<file path="src/sroc_pkg.sv">
package sroc_pkg;

  // ----------------------------------------------------------------
  // geometry and register map
  // ----------------------------------------------------------------
  localparam int          SROC_NUM_OUT   = 7;
  localparam int          SROC_AW        = 4;
  localparam int          SROC_DW        = 16;
  // one config word per output at index 0..6, a status word at 8
  localparam logic [3:0]  SROC_OFS_OUT0  = 4'h0;
  localparam logic [3:0]  SROC_OFS_STAT  = 4'h8;

  // ----------------------------------------------------------------
  // field positions inside a config word
  // ----------------------------------------------------------------
  localparam int SROC_POS_COARSE = 0;   // [2:0]
  localparam int SROC_POS_FINE   = 3;   // [5:3]
  localparam int SROC_POS_BIAS   = 6;
  localparam int SROC_POS_AMP    = 7;   // [8:7]
  localparam int SROC_POS_FMT    = 9;
  localparam int SROC_POS_EN     = 10;
  localparam int SROC_POS_PD     = 11;
  localparam int SROC_POS_SRC    = 12;

  // ----------------------------------------------------------------
  // reset values
  // ----------------------------------------------------------------
  localparam logic [2:0] SROC_RST_COARSE = 3'h0;
  localparam logic [2:0] SROC_RST_FINE   = 3'h0;
  localparam logic       SROC_RST_BIAS   = 1'h0;
  localparam logic [1:0] SROC_RST_AMP    = 2'h0;
  localparam logic       SROC_RST_FMT    = 1'h0;
  localparam logic       SROC_RST_EN     = 1'h0;
  localparam logic       SROC_RST_PD     = 1'h0;
  localparam logic       SROC_RST_SRC    = 1'h1;

  // ----------------------------------------------------------------
  // delay and swing figures
  // ----------------------------------------------------------------
  localparam int SROC_COARSE_STEP_PS = 255;
  localparam logic [7:0] SROC_FINE_PS_0 = 8'h00;   // 0 ps
  localparam logic [7:0] SROC_FINE_PS_1 = 8'h19;   // 25 ps
  localparam logic [7:0] SROC_FINE_PS_2 = 8'h32;   // 50 ps
  localparam logic [7:0] SROC_FINE_PS_3 = 8'h4B;   // 75 ps
  localparam logic [7:0] SROC_FINE_PS_4 = 8'h55;   // 85 ps
  localparam logic [7:0] SROC_FINE_PS_5 = 8'h6E;   // 110 ps
  localparam logic [7:0] SROC_FINE_PS_6 = 8'h87;   // 135 ps
  localparam logic [7:0] SROC_FINE_PS_7 = 8'hA0;   // 160 ps
  localparam int SROC_AMP_STEP_MV = 250;

  typedef enum logic [1:0] {
    SROC_MODE_OFF,
    SROC_MODE_LOW,
    SROC_MODE_LVDS,
    SROC_MODE_LVPECL
  } sroc_mode_t;

  // one output's settings as held in flops
  typedef struct packed {
    logic       src;
    logic       pd;
    logic       en;
    logic       fmt;
    logic [1:0] amp;
    logic       bias;
    logic [2:0] fine;
    logic [2:0] coarse;
  } sroc_cfg_t;

  // what the analog slice of one output is told to do
  typedef struct packed {
    sroc_mode_t  mode;
    logic        src_sysref;
    logic        bias_on;
    logic [10:0] delay_ps;
    logic [10:0] swing_mv;
  } sroc_drive_t;

  localparam sroc_cfg_t SROC_CFG_RST = '{
    src:    SROC_RST_SRC,
    pd:     SROC_RST_PD,
    en:     SROC_RST_EN,
    fmt:    SROC_RST_FMT,
    amp:    SROC_RST_AMP,
    bias:   SROC_RST_BIAS,
    fine:   SROC_RST_FINE,
    coarse: SROC_RST_COARSE
  };

endpackage

</file>
<file path="src/sroc_decode.sv">
`timescale 1ns/1ps
// ----------------------------------------------------------------
// per-output decode of stored settings into drive controls
// ----------------------------------------------------------------
module sroc_decode
  import sroc_pkg::*;
(
  input  sroc_pkg::sroc_cfg_t   cfg,  // stored settings
  output sroc_pkg::sroc_drive_t drv   // decoded controls
);

  // fine steps are not uniform, so a table not a multiply
  function automatic logic [7:0] fine_ps(input logic [2:0] code);
    case (code)
      3'h0:    fine_ps = SROC_FINE_PS_0;
      3'h1:    fine_ps = SROC_FINE_PS_1;
      3'h2:    fine_ps = SROC_FINE_PS_2;
      3'h3:    fine_ps = SROC_FINE_PS_3;
      3'h4:    fine_ps = SROC_FINE_PS_4;
      3'h5:    fine_ps = SROC_FINE_PS_5;
      3'h6:    fine_ps = SROC_FINE_PS_6;
      default: fine_ps = SROC_FINE_PS_7;
    endcase
  endfunction

  wire [10:0] coarse_ps;
  wire [10:0] total_ps;
  wire [10:0] swing;

  // delay and swing arithmetic
  assign coarse_ps = 11'(cfg.coarse * SROC_COARSE_STEP_PS);   // see (RQ1)
  assign total_ps  = coarse_ps + {3'h0, fine_ps(cfg.fine)};  // see (RQ2) (RQ3)
  assign swing     = 11'((cfg.amp + 1) * SROC_AMP_STEP_MV);  // see (RQ5)

  // power-down masks format, enable and amplitude
  assign drv.mode = cfg.pd  ? SROC_MODE_OFF :                // see (RQ6)
                    !cfg.en ? SROC_MODE_LOW :                // see (RQ8)
                    cfg.fmt ? SROC_MODE_LVPECL :             // see (RQ7)
                              SROC_MODE_LVDS;
  assign drv.src_sysref = cfg.src;                           // see (RQ9)
  assign drv.bias_on    = cfg.bias & ~cfg.pd;                // see (RQ4)
  assign drv.delay_ps   = total_ps;
  // swing only meaningful for lvds, zero otherwise
  assign drv.swing_mv   = (drv.mode == SROC_MODE_LVDS) ? swing : 11'h000;

endmodule

</file>
<file path="src/sroc_bank.sv">
// Decided for this implementation: the register addresses and the address-and-strobe port.
`timescale 1ns/1ps
// Operation
// (RQ1) coarse delay is code times 255 ps
// (RQ2) fine delay codes map to table ps
// (RQ3) fine delay adds onto coarse delay
// (RQ4) bias bit biases output to lvds crossing
// (RQ5) lvds amplitude codes give 250..1000 mV
// (RQ6) power-down overrides format, enable, amplitude
// (RQ7) format bit picks lvds or lvpecl
// (RQ8) disabled output held static low
// (RQ9) source bit picks clock or sysref
// (RQ10) each output holds own readable fields
module sroc_bank
  import sroc_pkg::*;
#(
  parameter int NUM_OUT = SROC_NUM_OUT   // reference outputs
)(
  input  wire logic                 clk_sys,  // 40 MHz system clock
  input  wire logic                 nrst,     // sync reset, active low
  input  wire logic [SROC_AW-1:0]   addr,     // register index
  input  wire logic [SROC_DW-1:0]   wdata,    // write data
  input  wire logic                 wr,       // write strobe
  input  wire logic                 rd,       // read strobe
  output logic      [SROC_DW-1:0]   rdata,    // read data, next cycle
  output sroc_pkg::sroc_drive_t     drive [NUM_OUT]  // per-output controls
);
  import sroc_pkg::*;

  // index map has room for eight outputs below the status word
  if (NUM_OUT < 1 || NUM_OUT > 8) begin : g_bad_num_out
    $error("NUM_OUT must be 1..8 to fit the index map");
  end

  // ----------------------------------------------------------------
  // assertion helpers
  // ----------------------------------------------------------------
  localparam logic [SROC_DW-1:0] FIELD_MASK = 16'h1FFF;

  function automatic logic [SROC_AW-1:0] addr_of(input int i);
    return SROC_AW'(i) + SROC_OFS_OUT0;
  endfunction

  // ----------------------------------------------------------------
  // register storage
  // ----------------------------------------------------------------
  sroc_cfg_t cfg_q [NUM_OUT];
  logic [SROC_DW-1:0] rdata_q;
  logic [SROC_DW-1:0] rdata_d;

  function automatic sroc_cfg_t unpack_word(input logic [SROC_DW-1:0] w);
    sroc_cfg_t c;
    c.coarse = w[SROC_POS_COARSE +: 3];
    c.fine   = w[SROC_POS_FINE +: 3];
    c.bias   = w[SROC_POS_BIAS];
    c.amp    = w[SROC_POS_AMP +: 2];
    c.fmt    = w[SROC_POS_FMT];
    c.en     = w[SROC_POS_EN];
    c.pd     = w[SROC_POS_PD];
    c.src    = w[SROC_POS_SRC];
    return c;
  endfunction

  function automatic logic [SROC_DW-1:0] pack_word(input sroc_cfg_t c);
    logic [SROC_DW-1:0] w;
    w = '0;
    w[SROC_POS_COARSE +: 3] = c.coarse;
    w[SROC_POS_FINE +: 3]   = c.fine;
    w[SROC_POS_BIAS]        = c.bias;
    w[SROC_POS_AMP +: 2]    = c.amp;
    w[SROC_POS_FMT]         = c.fmt;
    w[SROC_POS_EN]          = c.en;
    w[SROC_POS_PD]          = c.pd;
    w[SROC_POS_SRC]         = c.src;
    return w;
  endfunction

  // ----------------------------------------------------------------
  // address decode
  // ----------------------------------------------------------------
  wire        hit_out  = ({1'b0, addr} - {1'b0, SROC_OFS_OUT0})
                         < (SROC_AW+1)'(NUM_OUT);
  wire [2:0]  out_idx  = 3'(addr - SROC_OFS_OUT0);
  wire        hit_stat = (addr == SROC_OFS_STAT);
  logic [SROC_DW-1:0] stat_word;

  // status: which outputs are live (not off, not held low)
  always_comb begin
    stat_word = '0;
    for (int i = 0; i < NUM_OUT; i++) begin
      stat_word[i] = (drive[i].mode == SROC_MODE_LVDS) ||
                     (drive[i].mode == SROC_MODE_LVPECL);
    end
  end

  // read mux; unmapped indices read zero
  always_comb begin
    rdata_d = '0;
    if (hit_out)
      rdata_d = pack_word(cfg_q[out_idx]);      // see (RQ10)
    else if (hit_stat)
      rdata_d = stat_word;
  end

  // ----------------------------------------------------------------
  // per-output field registers and decode
  // ----------------------------------------------------------------
  for (genvar g = 0; g < NUM_OUT; g++) begin : g_out
    wire we = wr && hit_out && (out_idx == 3'(g));

    // each output owns a full set of fields
    always_ff @(posedge clk_sys) begin
      if (!nrst)
        cfg_q[g] <= SROC_CFG_RST;                // see (RQ10)
      else if (we)
        cfg_q[g] <= unpack_word(wdata);          // see (RQ10)
    end

    sroc_decode u_dec (
      .cfg (cfg_q[g]),
      .drv (drive[g])
    );

    // written word reads back one strobe later
    a_cfg_readback: assert property (@(posedge clk_sys) disable iff (!nrst)
      we ##1 (rd && addr == addr_of(g)) |=>
        rdata == ($past(wdata, 2) & FIELD_MASK))
      else $error("config readback mismatch");   // see (RQ10)

    a_pd_forces_off: assert property (@(posedge clk_sys) disable iff (!nrst)
      cfg_q[g].pd |-> drive[g].mode == SROC_MODE_OFF
        && drive[g].swing_mv == 11'h000)
      else $error("power-down not obeyed");      // see (RQ6)

    a_disable_low: assert property (@(posedge clk_sys) disable iff (!nrst)
      !cfg_q[g].pd && !cfg_q[g].en |-> drive[g].mode == SROC_MODE_LOW)
      else $error("disabled output not low");    // see (RQ8)

    a_fmt_select: assert property (@(posedge clk_sys) disable iff (!nrst)
      !cfg_q[g].pd && cfg_q[g].en |-> drive[g].mode ==
        (cfg_q[g].fmt ? SROC_MODE_LVPECL : SROC_MODE_LVDS))
      else $error("format select wrong");        // see (RQ7)

    a_coarse_only: assert property (@(posedge clk_sys) disable iff (!nrst)
      cfg_q[g].fine == 3'h0 |->
        drive[g].delay_ps == 11'(cfg_q[g].coarse * 255))
      else $error("coarse delay wrong");         // see (RQ1)

    a_fine_table: assert property (@(posedge clk_sys) disable iff (!nrst)
      cfg_q[g].coarse == 3'h0 && cfg_q[g].fine == 3'h4 |->
        drive[g].delay_ps == 11'd85)
      else $error("fine delay table wrong");     // see (RQ2)

    a_delay_sum: assert property (@(posedge clk_sys) disable iff (!nrst)
      cfg_q[g].coarse == 3'h7 && cfg_q[g].fine == 3'h7 |->
        drive[g].delay_ps == 11'd1945)
      else $error("delay sum wrong");            // see (RQ3)

    a_lvds_swing: assert property (@(posedge clk_sys) disable iff (!nrst)
      drive[g].mode == SROC_MODE_LVDS |->
        drive[g].swing_mv == 11'(250 * (cfg_q[g].amp + 1)))
      else $error("lvds swing wrong");           // see (RQ5)

    a_bias_follow: assert property (@(posedge clk_sys) disable iff (!nrst)
      !cfg_q[g].pd |-> drive[g].bias_on == cfg_q[g].bias)
      else $error("bias does not follow bit");   // see (RQ4)

    a_src_select: assert property (@(posedge clk_sys) disable iff (!nrst)
      $changed(cfg_q[g].src) |-> drive[g].src_sysref == cfg_q[g].src)
      else $error("source select wrong");        // see (RQ9)

    a_reset_vals: assert property (@(posedge clk_sys)
      $past(!nrst) |-> drive[g].src_sysref && !drive[g].bias_on
        && drive[g].mode == SROC_MODE_LOW
        && drive[g].delay_ps == 11'h000)
      else $error("reset defaults wrong");       // see (RQ9)
  end

  // read data register, held only in the cycle after a read
  always_ff @(posedge clk_sys) begin
    if (!nrst)
      rdata_q <= '0;
    else if (rd)
      rdata_q <= rdata_d;
    else
      rdata_q <= '0;
  end

  assign rdata = rdata_q;

  a_rdata_idle: assert property (@(posedge clk_sys) disable iff (!nrst)
    !rd |=> rdata == '0) else $error("read data without read");

  a_unmapped_zero: assert property (@(posedge clk_sys) disable iff (!nrst)
    rd && !hit_out && !hit_stat |=> rdata == '0)
    else $error("unmapped read not zero");

  // ----------------------------------------------------------------
  // coverage of main scenarios
  // ----------------------------------------------------------------
  c_lvpecl_on: cover property (@(posedge clk_sys) disable iff (!nrst)
    drive[0].mode == SROC_MODE_LVPECL);
  c_lvds_max: cover property (@(posedge clk_sys) disable iff (!nrst)
    drive[0].swing_mv == 11'd1000);
  c_pd_write: cover property (@(posedge clk_sys) disable iff (!nrst)
    wr && hit_out && wdata[SROC_POS_PD]);
  c_max_delay: cover property (@(posedge clk_sys) disable iff (!nrst)
    drive[NUM_OUT-1].delay_ps == 11'd1945);

endmodule

</file>
<file path="config.mk">
export PLATFORM = sky130hd
export DESIGN_NAME = sroc_bank
export DESIGN_NICKNAME = d
export VERILOG_FILES = /design/src/sroc_pkg.sv /design/src/sroc_decode.sv /design/src/sroc_bank.sv
export SDC_FILE = /design/constraint.sdc
export NUM_CORES = 1
export LEC_CHECK = 0
export BUFFER_PORTS_ARGS = -buffer_cell sky130_fd_sc_hd__buf_2
export CORE_MARGIN = 2
export CORE_UTILIZATION = 40
export DETAILED_ROUTE_END_ITERATION = 8
export GPL_ROUTABILITY_DRIVEN = 0
export HOLD_SLACK_MARGIN = 0.02
export REMOVE_ABC_BUFFERS = 1
export SLEW_MARGIN = 20
export SYNTH_ARGS = -nofsm -noshare
export SYNTH_HDL_FRONTEND = slang
export SYNTH_SLANG_ARGS = --single-unit
</file>
<file path="constraint.sdc">
create_clock -name clk_sys -period 5.05 [get_ports clk_sys]
set_clock_uncertainty 0.1 [all_clocks]
set_input_delay 0.505 -clock clk_sys [delete_from_list [all_inputs] [get_ports clk_sys]]
set_output_delay 0.505 -clock clk_sys [all_outputs]
set_load 0.02 [all_outputs]
</file>
==> results.yml <==
hold_path:
  hp-class: "input pin to register"
cells_and_area:
  instances_no_fill: 1758
  nNetsFinal: 1630
  regArea_um2: 2990
  drive_gt1_share_pct: 18.9
  multiInputGateArea_um2: 8090
  area_delta_synth_final_pct: 14.1
  fill_cells: 2766
cts:
  clk_latency_ns: 0.34
  clk_path_buf_depth: 2
  cts_made_buffers: 9
  clk_pin_slew_ns: 0.07
  cts.sinks: 104
  cts_hold_buffers: 0
  cts-root-buf: "clkbuf_16"
  htree_levels: 3
  cts_resized: 0
  post_cts_buffers: 0
  cts_tree: "built"
flow_run:
  drv_cap: 0
synth:
  yosysUniqueCellTypes: 48
  synth_top_area_share_pct: 23.1
  ys_async_sr_fraction_pct: 0
  synth_area_leaders: "edfxtp_1, ha_1, fa_1"
  ys_top_cells_by_count: "ha_1, inv_1, and2_1"
  ys.warnings.count: 0
  yosysMostFrequentCell: "ha_1"
  synthesis.area_um2: 11800
  synth_edf_count: 91
  seq_area_frac_synth_pct: 25.3
  synth-main-ff-cell: "edfxtp_1"
  ys_ff_latch: 104
  synthCells: 1187
  synth_top_area_cell: "edfxtp_1"
  avgSynthCellArea_um2: 9.96
setup_path:
  path_cells: "fa_1 -> inv_1 -> fa_1 -> inv_1 -> ha_1 -> and3_4 -> a2111oi_4 -> o21ai_1 -> a21oi_1 -> xnor2_1 -> buf_2"
  cpMaxStageDelayCell: "fa_1"
  slowest_delay_ns: 0.77
  path_max_fanout: 6
  required_ns: 4.45
  arrival_ns: 4.03
  cp-end-kind: "primary output"
  cp-start-kind: "register"
  criticalPathCategory: "register to primary output"
grt:
  grt_max_degree: 33
  grt_first_pass_wirelength_um: 44000
  grt_usage_pct: 17.9
  antenna_found_initial: 2
  grt_pass1_vias: 8499
  grt-ovfl-total: 0
die:
  dieArea_um2: 31000
  die_w_um: 176
  core_um2: 28900
  die_y_um: 176
  ios: 222
  rows: 62
  start_util_pct: 40.9
sta:
  finalSetupViolations: 0
  fmax_ghz: 0.216
  tns_ns: 0
  hold_viol_final: 0
  layout_min_cycle_time_ns: 4.63
  slew_viol_final: 0
  slew_headroom_pct: 43.7
  tightestPinTransition_ns: 0.840
  post-route-period-util_pct: 91.8
  rsz0062_at_grt: "false"
route:
  drt-initial-drc-count: 374
  drt-total-wl_um: 27600
  drt_pass1_iterations: 5
  post_drt_wl_per_cell_um: 15.7
  vias_per_cell: 4.94
  ant_nets: 0
  vias: 8677
  drc: 0
power:
  intPower_mw: 2.66
  ir_drop_v: 0.000328
  pwr-share-comb_pct: 61.6
  p_sw_share_pct: 44.8
  p_seq_share_pct: 22.2
  cellLeakagePower_nw: 6.52
  p_per_area_nw_per_um2: 357
  p_clk_share_pct: 16.2
  power.switching_mw: 2.16
status:
  status: "completed"
placement:
  place_inst: 1741
  dp_hpwl_um: 22700
  port-buffer-count: 208
sequential cells by signal, indices dropped and copies added, names as in the netlist:
signal / cells
rdata: 13
cfg_q: 91
worst paths after layout:
check | start | depth (start not counted) | to | slack (ns)
worst max register to register | cfg_q[3][1] | 3 | rdata[1] | 3.30
worst max-delay path | cfg_q[3][1] | 11 | drive[99] | 0.42
worst min register to register | cfg_q[0][11] | 1 | rdata[0] | 0.47
worst min-delay path | wdata[12] | 2 | cfg_q[2][12] | 0.43
layout by cell type, fill, tap and decap left out, types with 16 or more instances in the layout:
master    netlist  routed
nor2b_1        25      25
xor2_1         16      16
edfxtp_1       91      91
a21oi_1        53      53
mux2i_1        30      30
xnor2_1        88      88
ha_1          161     161
fa_1           77      77
a21o_1         21      21
buf_2           5     208
and3_1         36      36
nand3_1        16      16
inv_1         131     131
o21ai_0        43      38
nor2_1         78      78
and2_1        102     102
nand2_1        54      54
cell families (layout without fill, tap and decap cells):
family          count (synthesis)  after routing  synth area share [%]
other cells                     1             11                0.0317
compound gates                166            166                  9.67
mux                            43             43                  5.02
flops                         104            104                  25.3
fa+ha+maj                     238            238                  30.1
simple gates                  344            344                  15.5
buf+inv                       187            364                  6.69
xor+xnor                      104            104                  7.70
power groups by stage:
stage / sequential, mW / combinational (mW) / clock (mW)
2_1_floorplan: 1.07 / 2.22 / 0
6_report: 1.07 / 2.97 / 0.783
3_3_place_gp: 1.08 / 2.97 / 0
5_1_grt: 1.08 / 3.30 / 0.820
3_5_place_dp: 1.09 / 3.00 / 0
4_1_cts: 1.07 / 3.02 / 0.792
worst max-delay path: cells and delay by family (launching register included):
family / cells / cell delay, ns
buf+inv: 3 / 0.39
flops: 1 / 0.54
compound gates: 3 / 0.74
simple gates: 1 / 0.19
fa+ha+maj: 3 / 1.69
xor+xnor: 1 / 0.14
through the flow:
step / total power, mW / hold slack [ns] / setup slack, ns / utilization, % / cell area, µm²
floorplan: 3.29 / 0.416 / 1.10 / - / 11600
global placement: 4.06 / 0.457 / 0.768 / 45.5 / 13200
detailed placement: 4.08 / 0.463 / 0.737 / 45.5 / 13200
CTS: 4.88 / 0.416 / 0.346 / 46.6 / 13500
global route: 5.20 / 0.427 / 0.189 / 46.6 / 13500
finish: 4.82 / 0.429 / 0.416 / 46.6 / 13500
routing by layer:
| layer | up-vias | global-route usage (%) | routed length, µm | share of wire (%) |
|---|---|---|---|---|
| met5 | - | 0 | 18 | 0.065 |
| met1 | 4131 | 23.7 | 12500 | 45 |
| met3 | 22 | 2.76 | 1310 | 4.7 |
| met4 | 4 | 2.96 | 299 | 1.1 |
| met2 | 192 | 31.4 | 13500 | 49 |
| li1 | 4328 | - | - | - |
layout make-up:
cell class                 instances  area share (%)
timing repair buffer             217            8.22
sequential                       104            22.2
clock buffer                      12            1.75
multi-input combinational        905            59.9
tap                              384            3.56
antenna                            1          0.0185
inverter                         131            3.64
clock inverter                     4           0.695
(Power assumes the default switching activity.)
